[src/logic/access_arb_defines.vh]
// Constants for the data access arbiter
`ifndef ACCESS_ARB_DEFINES_VH
`define ACCESS_ARB_DEFINES_VH
// Data and bank layout
`define DATA_W             32
`define BANKS              4
`define CW                 10
// Target resources
`define TGT_INT            2'h0
`define TGT_PERI           2'h1
`define TGT_EXT            2'h2
// Owners of a shared resource
`define OWN_NONE           2'h0
`define OWN_A              2'h1
`define OWN_B              2'h2
`define OWN_DMA            2'h3
// External memory kinds and ROM widths
`define MEM_ASYNC          2'h0
`define MEM_SDRAM          2'h1
`define MEM_SBSRAM         2'h2
`define ROM_W16            2'h1
`define ROM_W8             2'h2
// Access sizes
`define SIZE_BYTE          2'h0
`define SIZE_HALF          2'h1
// Peripheral bus job lengths in cycles
`define PERI_W             6
`define PERI_SINGLE        6'h05
`define PERI_PARALLEL      6'h09
`define PERI_DMA_PERIOD    6'h03
// Chip-enable tail cycles
`define ASYNC_RD_TAIL_BASE 10'h007
`define ASYNC_WR_TAIL_ZERO 10'h004
`define ASYNC_WR_TAIL_SET  10'h003
`define SDRAM_TAIL         10'h000
`define SBSRAM_TAIL        10'h004
// CPU stall figures
`define CPU_OVERHEAD       10'h005
`define ASYNC_STORE_STALL  10'h006
`define SDRAM_OPEN_LOAD    10'h011
`define SDRAM_OPEN_STORE   10'h007
`define SDRAM_CLOSED_LOAD  10'h019
`define SDRAM_CLOSED_STORE 10'h00F
`define SBSRAM_LOAD        10'h00F
`define SBSRAM_STORE       10'h007
`define COST_ONE           10'h001
// One memory clock is two CPU clocks
`define SYNC_ELEM_CYCLES   10'h002
// Minimum burst before hand-over
`define MIN_BURST          4'h8
// Channel select code of the auxiliary channel
`define AUX_SEL            3'h4
`endif

[src/logic/access_arbiter.v]
// Data access arbiter: memory banks, peripheral bus and external port timing
//Contract
// - Path A beats B; DMA rank by bit
// - Memory split into parallel 16-bit banks
// - Loser waits for all its banks, no delay
// - Peripheral writes always full 32-bit words
// - Peripheral reads return words; requestor extracts
// - Peripheral serialized; CPU stall five or nine
// - DMA peripheral access every three cycles
// - External reads from 8/16-bit ROMs
// - DMA bursts one element per memory clock on synchronous memory
// - CPU external requests strictly one at time
// - Minimum burst bit keeps eight accesses
// - Chip-enable tail cycles per memory type
// - CPU stalls in third execute stage
// - Async load stall sum minus five; store six
// - Synchronous stalls wait for memory phase
// - Access behind async store stalls extra
// - DMA reads continue until FIFO fills
// - DMA element per memory clock or timing
// - Lowest DMA channel wins; aux programmable
`include "access_arb_defines.vh"

module access_arbiter (
   // Clock and reset
   input  wire                clock,
   input  wire                arst_n,
   // Configuration
   input  wire                dmaOverCpuRank,
   input  wire                minBurstArbitration,
   input  wire [1:0]          memType,
   input  wire [1:0]          romWidth,
   input  wire [3:0]          readSetup,
   input  wire [5:0]          readStrobe,
   input  wire [1:0]          readHold,
   input  wire [3:0]          writeSetup,
   input  wire [5:0]          writeStrobe,
   input  wire [1:0]          writeHold,
   input  wire [3:0]          sdramPrechargeTime,
   input  wire [3:0]          sdramRowToColumnTime,
   input  wire                sdramRowOpen,
   // CPU data path A
   input  wire                aReq,
   input  wire [1:0]          aTgt,
   input  wire [`BANKS-1:0]   aBanks,
   input  wire                aWrite,
   input  wire [1:0]          aSize,
   input  wire [`DATA_W-1:0]  aWdata,
   output wire                aDone,
   // CPU data path B
   input  wire                bReq,
   input  wire [1:0]          bTgt,
   input  wire [`BANKS-1:0]   bBanks,
   input  wire                bWrite,
   input  wire [1:0]          bSize,
   input  wire [`DATA_W-1:0]  bWdata,
   output wire                bDone,
   output wire [`DATA_W-1:0]  cpuRdata,
   // DMA channel selection
   input  wire [3:0]          dmaChanReq,
   input  wire                auxReq,
   input  wire                auxOverChannels,
   output wire [2:0]          dmaChanSel,
   // DMA element request
   input  wire                dmaReq,
   input  wire [1:0]          dmaTgt,
   input  wire [`BANKS-1:0]   dmaBanks,
   input  wire                dmaWrite,
   input  wire [1:0]          dmaSize,
   input  wire [`DATA_W-1:0]  dmaWdata,
   output wire                dmaAccept,
   output wire                dmaDone,
   // DMA read data
   output wire                dmaRdValid,
   output wire [`DATA_W-1:0]  dmaRdData,
   input  wire                dmaRdReady,
   // Peripheral bus
   output wire                periphStart,
   output wire                periphWrite,
   output wire [`DATA_W-1:0]  periphWdata,
   input  wire [`DATA_W-1:0]  periphRdata,
   // External memory port
   output wire                extStart,
   output wire                extWrite,
   output wire [`DATA_W-1:0]  extWdata,
   output wire                extCe_n,
   output wire [1:0]          extOwner,
   input  wire [`DATA_W-1:0]  extRdata
);
   localparam ST_IDLE = 2'h0;
   localparam ST_ACC  = 2'h1;
   localparam ST_TAIL = 2'h2;

   reg               aDone_q, bDone_q, aActive_q, bActive_q, bParallel_q;
   reg               dmaAccept_q, dmaDone_q;
   reg [`DATA_W-1:0] cpuRdata_q;
   reg [2:0]         dmaChanSel_q;
   reg [`PERI_W-1:0] periCnt_q;
   reg [1:0]         periOwner_q;
   reg               periStart_q, periWrite_q;
   reg [`DATA_W-1:0] periWdata_q;
   reg [1:0]         extState_q, extOwner_q;
   reg [`CW-1:0]     extCnt_q, storeTail_q;
   reg [3:0]         burstCnt_q;
   reg               extStart_q, extWrite_q, extCe_n_q, memPhase_q;
   reg [`DATA_W-1:0] extWdata_q;
   reg [2:0]         chanSel;
   reg [`BANKS-1:0]  used;
   reg               aIntGo, bIntGo, dIntGo;
   wire              bufInReady, bufHeadValid;

   // Replicate narrow write data over all lanes; other lanes are don't-care
   function [`DATA_W-1:0] lanes;
      input [`DATA_W-1:0] d;
      input [1:0]         sz;
      begin
         if (sz == `SIZE_BYTE) begin
            lanes = {4{d[7:0]}};
         end else if (sz == `SIZE_HALF) begin
            lanes = {2{d[15:0]}};
         end else begin
            lanes = d;
         end
      end
   endfunction

   // Fixed rank: DMA first only when its rank bit is set
   function [1:0] pick;
      input a, b, d, dmaFirst;
      begin
         if (dmaFirst && d) begin
            pick = `OWN_DMA;
         end else if (a) begin
            pick = `OWN_A;
         end else if (b) begin
            pick = `OWN_B;
         end else if (d) begin
            pick = `OWN_DMA;
         end else begin
            pick = `OWN_NONE;
         end
      end
   endfunction

   // A read needs room for its word even if a push lands this cycle
   wire dmaRdPush = dmaDone_q ? 1'b0 :
                    ((periOwner_q == `OWN_DMA) && (periCnt_q == 6'h01) && !periWrite_q) ||
                    ((extOwner_q == `OWN_DMA) && (extState_q == ST_ACC) && (extCnt_q == `COST_ONE) && !extWrite_q);
   wire [`DATA_W-1:0] periRdataSel = periphRdata;
   wire [`DATA_W-1:0] pushData = (periOwner_q == `OWN_DMA && periCnt_q == 6'h01) ? periRdataSel : extRdata;
   wire dmaRoom = dmaWrite || (bufInReady && !(dmaRdPush && bufHeadValid));
   wire dmaBusy = ((periOwner_q == `OWN_DMA) && (periCnt_q > 6'h01)) ||
                  ((extOwner_q == `OWN_DMA) && (extState_q == ST_ACC) && (extCnt_q > `COST_ONE));

   // Pending requests stay visible until taken; DMA ones are hidden while busy or without room
   wire aPend = aReq && !aActive_q && !aDone_q;
   wire bPend = bReq && !bActive_q && !bDone_q;
   wire dPend = dmaReq && !dmaAccept_q && !dmaBusy && dmaRoom;
   wire aPer = aPend && (aTgt == `TGT_PERI);
   wire bPer = bPend && (bTgt == `TGT_PERI);
   wire dPer = dPend && (dmaTgt == `TGT_PERI);
   wire aExt = aPend && (aTgt == `TGT_EXT);
   wire bExt = bPend && (bTgt == `TGT_EXT);
   wire dExt = dPend && (dmaTgt == `TGT_EXT);
   wire [1:0] periWin = pick(aPer, bPer, dPer, dmaOverCpuRank);
   wire [1:0] extWin = pick(aExt, bExt, dExt, dmaOverCpuRank);

   // Bank arbitration, highest rank claims its banks first
   always @* begin
      used   = {`BANKS{1'b0}};
      dIntGo = 1'b0;
      if (dmaOverCpuRank && dPend && (dmaTgt == `TGT_INT)) begin
         dIntGo = 1'b1;
         used   = dmaBanks;
      end
      aIntGo = aPend && (aTgt == `TGT_INT) && ((aBanks & used) == {`BANKS{1'b0}});
      if (aIntGo) begin
         used = used | aBanks;
      end
      bIntGo = bPend && (bTgt == `TGT_INT) && ((bBanks & used) == {`BANKS{1'b0}});
      if (bIntGo) begin
         used = used | bBanks;
      end
      if (!dmaOverCpuRank) begin
         dIntGo = dPend && (dmaTgt == `TGT_INT) && ((dmaBanks & used) == {`BANKS{1'b0}});
      end
   end

   // Lowest channel wins unless the auxiliary channel is ranked above
   always @* begin
      chanSel = dmaChanSel_q;
      if (auxReq && auxOverChannels) begin
         chanSel = `AUX_SEL;
      end else if (dmaChanReq[0]) begin
         chanSel = 3'h0;
      end else if (dmaChanReq[1]) begin
         chanSel = 3'h1;
      end else if (dmaChanReq[2]) begin
         chanSel = 3'h2;
      end else if (dmaChanReq[3]) begin
         chanSel = 3'h3;
      end else if (auxReq) begin
         chanSel = `AUX_SEL;
      end
   end

   // Access costs from the programmed timing fields
   wire [`CW-1:0] rSum = {6'h00, readSetup} + {4'h0, readStrobe} + {8'h00, readHold};
   wire [`CW-1:0] wSum = {6'h00, writeSetup} + {4'h0, writeStrobe} + {8'h00, writeHold};
   wire [`CW-1:0] rBeat = (romWidth == `ROM_W8) ? {rSum[7:0], 2'h0} :
                          (romWidth == `ROM_W16) ? {rSum[8:0], 1'b0} : rSum;
   wire [`CW-1:0] rTail = `ASYNC_RD_TAIL_BASE - {8'h00, readHold};
   wire [`CW-1:0] wTail = (writeHold == 2'h0) ? `ASYNC_WR_TAIL_ZERO : `ASYNC_WR_TAIL_SET;
   wire [`CW-1:0] loadRaw = rBeat + rTail;
   wire [`CW-1:0] storeSpan = wSum + wTail;
   wire [`CW-1:0] rowSum = {6'h00, sdramPrechargeTime} + {6'h00, sdramRowToColumnTime};
   wire [`CW-1:0] rowGap = {rowSum[8:0], 1'b0};
   wire           cpuWr = (extWin == `OWN_A) ? aWrite : bWrite;
   wire           isSync = (memType != `MEM_ASYNC);
   reg  [`CW-1:0] cpuBase, dmaCost, ceTail;

   // CPU stall length and DMA element length
   always @* begin
      if (memType == `MEM_ASYNC) begin
         if (cpuWr) begin
            cpuBase = `ASYNC_STORE_STALL;
         end else if (loadRaw > `CPU_OVERHEAD) begin
            cpuBase = loadRaw - `CPU_OVERHEAD;
         end else begin
            cpuBase = `COST_ONE;
         end
         dmaCost = dmaWrite ? wSum : rBeat;
         ceTail  = extWrite_q ? wTail : rTail;
      end else if (memType == `MEM_SDRAM) begin
         if (sdramRowOpen) begin
            cpuBase = cpuWr ? `SDRAM_OPEN_STORE : `SDRAM_OPEN_LOAD;
         end else begin
            cpuBase = rowGap + (cpuWr ? `SDRAM_CLOSED_STORE : `SDRAM_CLOSED_LOAD);
         end
         dmaCost = `SYNC_ELEM_CYCLES;
         ceTail  = `SDRAM_TAIL;
      end else begin
         cpuBase = cpuWr ? `SBSRAM_STORE : `SBSRAM_LOAD;
         dmaCost = `SYNC_ELEM_CYCLES;
         ceTail  = `SBSRAM_TAIL;
      end
      if (dmaCost == {`CW{1'b0}}) begin
         dmaCost = `COST_ONE;
      end
   end

   // Odd memory-clock phase costs one more cycle; a prior store adds its remainder
   wire [`CW-1:0] cpuCost = cpuBase + storeTail_q + {9'h000, isSync & memPhase_q};
   wire [`CW-1:0] storeLoad = (storeSpan > `CPU_OVERHEAD) ? storeSpan - `CPU_OVERHEAD : {`CW{1'b0}};
   wire           cpuHigher = (aExt || bExt) && !dmaOverCpuRank;
   wire           mayYield = !minBurstArbitration || (burstCnt_q >= `MIN_BURST);

   // Peripheral bus: one job at a time, next may start on the finishing edge
   always @(posedge clock or negedge arst_n) begin
      if (!arst_n) begin
         periCnt_q   <= {`PERI_W{1'b0}};
         periOwner_q <= `OWN_NONE;
         periStart_q <= 1'b0;
         periWrite_q <= 1'b0;
         periWdata_q <= {`DATA_W{1'b0}};
         bParallel_q <= 1'b0;
      end else begin
         periStart_q <= 1'b0;
         if (periCnt_q > 6'h01) begin
            periCnt_q <= periCnt_q - 6'h01;
         end else begin
            periCnt_q   <= {`PERI_W{1'b0}};
            periOwner_q <= periWin;
            if (periWin != `OWN_NONE) begin
               periStart_q <= 1'b1;
            end
            if (periWin == `OWN_A) begin
               periCnt_q   <= `PERI_SINGLE;
               periWrite_q <= aWrite;
               periWdata_q <= lanes(aWdata, aSize);
               bParallel_q <= bPer;
            end else if (periWin == `OWN_B) begin
               // B issued alongside A finishes the combined nine-cycle stall
               periCnt_q   <= bParallel_q ? (`PERI_PARALLEL - `PERI_SINGLE) : `PERI_SINGLE;
               periWrite_q <= bWrite;
               periWdata_q <= lanes(bWdata, bSize);
               bParallel_q <= 1'b0;
            end else if (periWin == `OWN_DMA) begin
               periCnt_q   <= `PERI_DMA_PERIOD;
               periWrite_q <= dmaWrite;
               periWdata_q <= lanes(dmaWdata, dmaSize);
            end
         end
      end
   end

   // External port: single CPU accesses, DMA bursts, chip-enable tail
   always @(posedge clock or negedge arst_n) begin
      if (!arst_n) begin
         extState_q  <= ST_IDLE;
         extOwner_q  <= `OWN_NONE;
         extCnt_q    <= {`CW{1'b0}};
         burstCnt_q  <= 4'h0;
         extStart_q  <= 1'b0;
         extWrite_q  <= 1'b0;
         extWdata_q  <= {`DATA_W{1'b0}};
         extCe_n_q   <= 1'b1;
         storeTail_q <= {`CW{1'b0}};
         memPhase_q  <= 1'b0;
      end else begin
         memPhase_q <= ~memPhase_q;
         extStart_q <= 1'b0;
         if (storeTail_q != {`CW{1'b0}}) begin
            storeTail_q <= storeTail_q - `COST_ONE;
         end
         case (extState_q)
            ST_IDLE: begin
               extOwner_q <= extWin;
               if (extWin == `OWN_DMA) begin
                  extState_q <= ST_ACC;
                  extCnt_q   <= dmaCost;
                  extWrite_q <= dmaWrite;
                  extWdata_q <= dmaWdata;
                  extStart_q <= 1'b1;
                  extCe_n_q  <= 1'b0;
                  burstCnt_q <= 4'h1;
               end else if (extWin != `OWN_NONE) begin
                  // One CPU request in flight, stalled until its done pulse
                  extState_q <= ST_ACC;
                  extCnt_q   <= cpuCost;
                  extWrite_q <= cpuWr;
                  extWdata_q <= (extWin == `OWN_A) ? aWdata : bWdata;
                  extStart_q <= 1'b1;
                  extCe_n_q  <= 1'b0;
               end
            end
            ST_ACC: begin
               if (extCnt_q > `COST_ONE) begin
                  extCnt_q <= extCnt_q - `COST_ONE;
               end else if (extOwner_q != `OWN_DMA) begin
                  extState_q <= ST_IDLE;
                  extOwner_q <= `OWN_NONE;
                  extCe_n_q  <= 1'b1;
                  if (extWrite_q && (memType == `MEM_ASYNC)) begin
                     storeTail_q <= storeLoad;
                  end
               end else if (dExt && !(cpuHigher && mayYield)) begin
                  extCnt_q   <= dmaCost;
                  extWrite_q <= dmaWrite;
                  extWdata_q <= dmaWdata;
                  extStart_q <= 1'b1;
                  if (burstCnt_q < `MIN_BURST) begin
                     burstCnt_q <= burstCnt_q + 4'h1;
                  end
               end else if (dmaReq && (dmaTgt == `TGT_EXT) && !dmaRoom && !(cpuHigher && mayYield)) begin
                  extCnt_q <= {`CW{1'b0}};
               end else if (ceTail == {`CW{1'b0}}) begin
                  extState_q <= ST_IDLE;
                  extOwner_q <= `OWN_NONE;
                  extCe_n_q  <= 1'b1;
               end else begin
                  extState_q <= ST_TAIL;
                  extCnt_q   <= ceTail;
               end
            end
            default: begin
               if (extCnt_q > `COST_ONE) begin
                  extCnt_q <= extCnt_q - `COST_ONE;
               end else begin
                  extState_q <= ST_IDLE;
                  extOwner_q <= `OWN_NONE;
                  extCe_n_q  <= 1'b1;
               end
            end
         endcase
      end
   end

   // Accept and completion pulses, CPU read word returned whole
   wire periFin = (periCnt_q == 6'h01);
   wire extFin = (extState_q == ST_ACC) && (extCnt_q == `COST_ONE);
   wire aFin = (periFin && periOwner_q == `OWN_A) || (extFin && extOwner_q == `OWN_A);
   wire bFin = (periFin && periOwner_q == `OWN_B) || (extFin && extOwner_q == `OWN_B);
   always @(posedge clock or negedge arst_n) begin
      if (!arst_n) begin
         aDone_q      <= 1'b0;
         bDone_q      <= 1'b0;
         aActive_q    <= 1'b0;
         bActive_q    <= 1'b0;
         dmaAccept_q  <= 1'b0;
         dmaDone_q    <= 1'b0;
         cpuRdata_q   <= {`DATA_W{1'b0}};
         dmaChanSel_q <= 3'h0;
      end else begin
         dmaChanSel_q <= chanSel;
         aDone_q      <= aIntGo || aFin;
         bDone_q      <= bIntGo || bFin;
         aActive_q    <= (aActive_q && !aFin) || (periWin == `OWN_A && periCnt_q <= 6'h01) ||
                         (extWin == `OWN_A && extState_q == ST_IDLE);
         bActive_q    <= (bActive_q && !bFin) || (periWin == `OWN_B && periCnt_q <= 6'h01) ||
                         (extWin == `OWN_B && extState_q == ST_IDLE);
         dmaAccept_q  <= dIntGo || (periWin == `OWN_DMA && periCnt_q <= 6'h01) ||
                         (extStart_q == 1'b0 && dExt && extWin == `OWN_DMA && extState_q == ST_IDLE) ||
                         (extState_q == ST_ACC && extOwner_q == `OWN_DMA && extCnt_q <= `COST_ONE &&
                          dExt && !(cpuHigher && mayYield));
         dmaDone_q    <= dIntGo || (periFin && periOwner_q == `OWN_DMA) ||
                         (extFin && extOwner_q == `OWN_DMA);
         if (periFin && (periOwner_q == `OWN_A || periOwner_q == `OWN_B)) begin
            cpuRdata_q <= periphRdata;
         end else if (extFin && (extOwner_q == `OWN_A || extOwner_q == `OWN_B)) begin
            cpuRdata_q <= extRdata;
         end
      end
   end

   // DMA read words wait here when the DMA stalls its drain
   two_entry_buffer #(.WIDTH(`DATA_W)) rdBuffer (
      .clock       (clock),
      .arst_n      (arst_n),
      .inValid     (dmaRdPush),
      .inData      (pushData),
      .inReady     (bufInReady),
      .headValid_q (bufHeadValid),
      .head_q      (dmaRdData),
      .outReady    (dmaRdReady)
   );

   // Outputs straight from flops
   assign aDone       = aDone_q;
   assign bDone       = bDone_q;
   assign cpuRdata    = cpuRdata_q;
   assign dmaChanSel  = dmaChanSel_q;
   assign dmaAccept   = dmaAccept_q;
   assign dmaDone     = dmaDone_q;
   assign dmaRdValid  = bufHeadValid;
   assign periphStart = periStart_q;
   assign periphWrite = periWrite_q;
   assign periphWdata = periWdata_q;
   assign extStart    = extStart_q;
   assign extWrite    = extWrite_q;
   assign extWdata    = extWdata_q;
   assign extCe_n     = extCe_n_q;
   assign extOwner    = extOwner_q;
endmodule

[src/logic/two_entry_buffer.v]
// Two-entry valid/ready buffer for DMA read data
`include "access_arb_defines.vh"

module two_entry_buffer #(
   parameter WIDTH = `DATA_W
) (
   // Clock and reset
   input  wire             clock,
   input  wire             arst_n,
   // Filling side
   input  wire             inValid,
   input  wire [WIDTH-1:0] inData,
   output wire             inReady,
   // Draining side
   output reg              headValid_q,
   output reg  [WIDTH-1:0] head_q,
   input  wire             outReady
);
   reg             tailValid_q;
   reg [WIDTH-1:0] tail_q;
   wire            pop;
   wire            push;

   // Full only when the second slot holds a word
   assign inReady = ~tailValid_q;
   assign pop     = headValid_q & outReady;
   assign push    = inValid & ~tailValid_q;

   // Head slot drives the output straight from a flop
   always @(posedge clock or negedge arst_n) begin
      if (!arst_n) begin
         headValid_q <= 1'b0;
         tailValid_q <= 1'b0;
         head_q      <= {WIDTH{1'b0}};
         tail_q      <= {WIDTH{1'b0}};
      end else if (pop) begin
         if (tailValid_q) begin
            head_q      <= tail_q;
            tailValid_q <= push;
            if (push) begin
               tail_q <= inData;
            end
         end else begin
            headValid_q <= push;
            if (push) begin
               head_q <= inData;
            end
         end
      end else if (push) begin
         if (headValid_q) begin
            tail_q      <= inData;
            tailValid_q <= 1'b1;
         end else begin
            head_q      <= inData;
            headValid_q <= 1'b1;
         end
      end
   end
endmodule

[config.mk]
export PLATFORM = sky130hd
export DESIGN_NAME = access_arbiter
export DESIGN_NICKNAME = d
export VERILOG_FILES = /design/src/logic/access_arbiter.v /design/src/logic/two_entry_buffer.v
export VERILOG_INCLUDE_DIRS = /design/src /design/src/logic
export SDC_FILE = /design/constraint.sdc
export NUM_CORES = 1
export LEC_CHECK = 0
export BUFFER_PORTS_ARGS = -buffer_cell sky130_fd_sc_hd__buf_2
export CORE_ASPECT_RATIO = 0.9
export CORE_MARGIN = 5
export CORE_UTILIZATION = 50
export CTS_BUF_LIST = sky130_fd_sc_hd__clkbuf_4
export CTS_CLUSTER_DIAMETER = 30
export DETAILED_ROUTE_END_ITERATION = 8
export PLACE_DENSITY = 0.79
export SLEW_MARGIN = 20
export SYNTH_ARGS = -nofsm -noshare
export SYNTH_HDL_FRONTEND = slang
export SYNTH_SLANG_ARGS = --single-unit
[constraint.sdc]
create_clock -name clock -period 7.1 [get_ports clock]
set_clock_uncertainty 0.15 [all_clocks]
set_input_delay 0.71 -clock clock [delete_from_list [all_inputs] [get_ports clock]]
set_output_delay 0.71 -clock clock [all_outputs]
set_load 0.02 [all_outputs]
Yosys cells after proc, flatten, opt, wreduce, memory -nomap -nowiden:

Index checks and enable logic that the tools add are counted.

* input port bits: 238
* output and inout port bits: 143
* word-level logic and storage cells: 386
* bits in registers: 214

* order comparisons: 8
* bitwise logic cells: 12
* $add $sub $neg: 17
* reductions and logical operators: 135
* muxes and demuxes: 142
* equality and inequality tests: 44

Operators with widths (number)
* $mux 32: 27
* $mux 10: 24
* $pmux 32 s2: 1
* $logic_and 1x1->1: 61
* $mux 2: 22
* $mux 1: 37
* $mux 4: 9
* $mux 3: 10
* $eq 2x1->1 const B: 13
* $eq 2x2->1 const B: 12
* $add 10x10->10: 2
* $logic_not 10->1: 2
* $logic_or 1x1->1: 20
* $pmux 10 s2: 1
* $sub 10x1->10 const B: 2
* $logic_not 2->1: 9
* $reduce_bool 2->1: 9
* $add 7x2->8: 2
* $logic_not 1->1: 15
* $reduce_and 5->1: 3
* $add 4x6->7: 2
* $ne 2x2->1 const B: 7
* $and 4x4->4: 3
* $logic_not 4->1: 3
* 40 further kinds: 62

Longest topological paths before layout:

* depth after elaboration: 29
* mapped depth: 27
* depth with buffers taken out: 27

Cells and area by module:

From an unflattened synthesis, not the netlist that was laid out.

* cells, all modules: 1745
* area, all modules: 15423.5 um2

By module, submodules not included
* access_arbiter: times used 1, area an instance 12064.1 um2, sequential area each 3704.8 um2, cells each 1443
* two_entry_buffer: times used 1, area an instance 3359.5 um2, sequential area each 1651.6 um2, cells each 302

Least setup slack after synthesis:

No wires, ideal clock.

* path type: in2reg
* start: input readSetup[1]
* end: register extCnt_q[9]
* buffers on the path: 0
* slack: 901 ps
* setup time: 126 ps
* arrival time: 5922 ps
* required time: 6824 ps
* stages: 23
* cell sequence: fa_1 -> ha_1 -> inv_1 -> fa_1 -> nand2b_1 -> and3_1 -> o21a_1 -> or2_2 -> nor3_1 -> mux2i_1 -> nand3b_1 -> a21oi_1 -> a21oi_1 -> ha_1 -> nor2b_1 -> o21ai_0 -> a21boi_0 -> o21ai_0 -> a21oi_1 -> a21o_1 -> a21oi_1 -> xor3_1 -> a311o_1

* word-level cells in the longest chain between the ends: 14
* elaborated cells between the ends (all ways): 22
* those cells by class: add/sub (6); order compare (1); mux (14); reduce/logical (1)

RTL lines
* from (decl): line access_arbiter.v:33 `input wire [3:0] readSetup,`
* $add 4x6->7 *: line access_arbiter.v:208 `` wire [`CW-1:0] rSum = {6'h00, readSetup} + {4'h0, readStrobe} + {8'h00, readHold}; ``
* $add 7x2->8 *: line access_arbiter.v:208
* $mux 9: line access_arbiter.v:211 `` (romWidth == `ROM_W16) ? {rSum[8:0], 1'b0} : rSum; ``
* $mux 10 *: line access_arbiter.v:210 `` wire [`CW-1:0] rBeat = (romWidth == `ROM_W8) ? {rSum[7:0], 2'h0} : ``
* $add 10x10->10: line access_arbiter.v:214 `` wire [`CW-1:0] loadRaw = rBeat + rTail; ``
* $sub 10x3->10 (no line) / $gt 10x3->1 (equally long branches)
* $mux 10: line access_arbiter.v:227 `` end else if (loadRaw > `CPU_OVERHEAD) begin ``
* $mux 10: line access_arbiter.v:225 `if (cpuWr) begin`
* $mux 10: line access_arbiter.v:224 `` if (memType == `MEM_ASYNC) begin ``
* $add 10x10->10: line access_arbiter.v:253 `` wire [`CW-1:0] cpuCost = cpuBase + storeTail_q + {9'h000, isSync & memPhase_q}; ``
* $add 10x1->10: line access_arbiter.v:253
* $mux 10: line access_arbiter.v:327 `` end else if (extWin != `OWN_NONE) begin ``
* $mux 10: line access_arbiter.v:319 `` if (extWin == `OWN_DMA) begin ``
* $pmux 10 s2 *: line access_arbiter.v:316 `case (extState_q)`
* to (signal assigned): line access_arbiter.v:321 `extCnt_q <= dmaCost;`
* to (signal assigned): line access_arbiter.v:330 `extCnt_q <= cpuCost;`
* to (signal assigned): line access_arbiter.v:339 `` extCnt_q <= extCnt_q - `COST_ONE; ``
* to (decl): line access_arbiter.v:103 `` reg [`CW-1:0] extCnt_q, storeTail_q; ``

Mark *: on every way between the ends. The rest lies on a longest branch, timed or not. The select of a mux whose other input is x is not followed.
A chain may end at the register's enable or synchronous reset.

Final worst setup path:

Ends and elaborated chain as after synthesis.

==> results_dict.tcl <==
set metrics [dict create \
    wirelength_mm 54.1 \
    ant_nets 0 \
    first_global_vias 14868 \
    grt_first_pass_wirelength_mm 82.1 \
    row_count 59 \
    hold_class "input port to flop" \
    reg2reg_slack_ps 1080 \
    wl_per_cell_um 21.2 \
    clk_path_buf_depth 3 \
    wl_met3_mm 4.80 \
    gp_congestion 1.00 \
    cts.htree.levels 2 \
    synth_edf_count 0 \
    dp_hpwl_mm 41.3 \
    drv_slew 0 \
    r2r-start "periCnt_q[5]" \
    via_count 15153 \
    max_cap_violations 0 \
    area.growth.synth_to_final_pct 20.5 \
    coreArea_mm2 0.0289 \
    dieArea_mm2 0.0328 \
    track_usage 0.317 \
    cts.sinks 214 \
    vias_per_cell 5.93 \
    clk_pin_slew_worst_paths_ps 70 \
    relSlewSlack 0.250 \
    r2r_end "extCnt_q[9]" \
    fin_nets 2409 \
    drc 0 \
    hold_path_depth 2 \
    crit_fanout 7 \
    die_x_um 190 \
    pin_count 381 \
    die_h_um 172 \
    cp.arrival_ps 6560 \
    dr.max_layer_used "met5" \
    power_density_mw_per_mm2 324 \
    synth_common_cells "a21oi_1 (269), nor2_1 (260), dfrtp_1 (213)" \
    avgSynthCellArea_um2 8.40 \
    synth_area_leader_cell "dfrtp_1" \
    synthArstFlopShare 1.00 \
    synth-seq-cells 214 \
    synth_area_leaders "dfrtp_1 (36%), mux2i_1 (9.8%), a21oi_1 (9.2%)" \
    cellLeakagePower_uw 0.00881 \
    holdPathEnd "dmaChanSel[2]" \
    wl_met1_mm 21.0 \
    drive_gt1_frac 0.252 \
    start_util 0.506 \
    end_kind "flop" \
    grt.overflow.total 0 \
    synth_seq_area_share 0.365 \
    timing.final.crit_period_ps 6090 \
    min_period_over_period 0.857 \
    tns_ps 0 \
    final-hold-violation-count 0 \
    dr_wl_met2_mm 25.6 \
    synth_flop_cell "dfrtp_1" \
    setup_viol 0 \
    synth_most_common_cell "a21oi_1" \
    clock_latency_ps 740 \
    worst_pin_slew_ps 1120 \
    grt_max_degree 130 \
    ir_drop_mv 0.241 \
    r2r.worst_path.cells 23 \
    ctsResizeCount 0 \
    antenna_found_initial 18 \
    path_class "input port to flop" \
    startpoint_type "input port" \
    drtIter0Drc 1258 \
    cts_tree "built" \
    hp-start "dmaChanReq[2]" \
    synth_cells 1744 \
    fin_hold_ws_ps 53.8 \
    ys_types 81 \
    syn-cell-area_mm2 0.0147 \
    first_pass_iters 5 \
    yosysWarnings 0 \
    io_buffers 380 \
    crit_required_ps 7570 \
    status "completed" \
    synth_top_cell_area_share 0.364 \
    cts_root_buf "clkbuf_4" \
    rsz0062_at_grt "no" \
    cts_buffers 59 \
    syn_nets 2044 \
    fmax_mhz 164 \
]
[metal layers]
metal / global-route usage / vias up
li1: - / 7040
met1: 0.394 / 7203
met2: 0.518 / 732
met3: 0.0840 / 158
met4: 0.151 / 20
met5: 0 / -
[metrics by stage]
| stage | util | total power [uW] | instances | worst slack, ps | instance area, um2 |
|---|---|---|---|---|---|
| floorplan | - | 3670 | 1744 | 901 | 14700 |
| global placement | 0.584 | 4580 | 2440 | 480 | 16900 |
| detailed placement | 0.584 | 4640 | 2440 | 329 | 16900 |
| CTS | 0.609 | 5740 | 2542 | 1100 | 17600 |
| global route | 0.610 | 6110 | 2547 | 528 | 17600 |
| finish | 0.610 | 5720 | 2554 | 1010 | 17700 |
[sequential cells by signal, indices dropped and copies added (netlist names), 2 cells and up]
register and cells:
burstCnt_q 4, cpuRdata 32, dmaChanSel 3, extCnt_q 10, extOwner 2, extState_q 2
extWdata 32, periCnt_q 6, periOwner_q 2, periphWdata 32, rdBuffer.head_q 32, rdBuffer.tail_q 32
storeTail_q 10
[how the worst max path moves through the flow]
stage / start / endpoint / slack [ps]
final: readSetup[1] / extCnt_q[9] / 1010
after global routing: periCnt_q[4] / extCnt_q[9] / 530
after detailed placement: readSetup[1] / extCnt_q[9] / 330
after CTS: periCnt_q[5] / extCnt_q[9] / 1100
after floorplan: readSetup[1] / extCnt_q[9] / 900
after global placement: readSetup[1] / extCnt_q[9] / 480
[critical path: stages]
cell      delay (ps)
buf_2            110
fa_1             530
ha_1             160
inv_1             60
fa_1             450
xor2_1           330
o21ai_0          130
o22ai_1          470
a21oi_1          220
xnor2_1          180
o31ai_1          460
nand3b_1         240
a21oi_1          190
a21oi_1           90
ha_1             310
nor2b_1          130
o21ai_0          220
a21boi_0         160
o21ai_0          220
a21oi_1          130
a21o_1           190
a21oi_1          180
xor3_1           320
a311o_1          350
[cell families after synthesis]
group,after synthesis,synth area share
AOI/OAI and AO/OA,588,0.240
xor gates and xnor gates,47,0.0291
adders and majority gates,62,0.0591
buffers and inverters,149,0.0390
DFF,214,0.365
muxes,155,0.107
and+or+nand+nor,529,0.160
[layout by cell type, fill, tap and decap left out, types with 9 or more instances in the layout]
cell,instances
clkinv_1,11
a21oi_1,268
clkbuf_4,82
o21ai_0,125
or3_1,9
o22ai_1,16
nor3_1,12
nand2_1,141
mux2i_1,143
or2_2,9
buf_2,379
diode_2,11
dfrtp_1,213
nor2_1,259
fa_1,12
a22o_1,12
ha_1,50
nand3_1,21
inv_1,48
a211oi_1,13
o211ai_1,15
nor4_1,9
a31oi_1,9
xor2_1,16
a22oi_1,53
nand2b_1,16
a21o_1,11
buf_4,19
mux2_2,12
xnor2_1,30
[area by class of cell]
cell class	instances	area, um2
Sequential cell	214	5360
Multi-Input combinational cell	1381	8800
Clock buffer	82	616
Tap cell	396	495
Antenna cell	11	27.5
Fill cell	2670	11300
Inverter	50	188
Timing Repair Buffer	403	2100
Clock inverter	17	82.6
[power by group]
| part | internal, uW | leakage [uW] | switching (uW) |
|---|---|---|---|
| Clock | 531 | 0.000416 | 541 |
| Combinational | 960 | 0.00581 | 1670 |
| Sequential | 1670 | 0.00258 | 342 |
| Total | 3160 | 0.00881 | 2560 |
[timing repair]
action                                 in CTS  in global routing
hold buffers                                3                  0
buffers inserted                            0                  0
endpoints found under the hold margin      86                  0
Power figures use the tool's default switching activity.
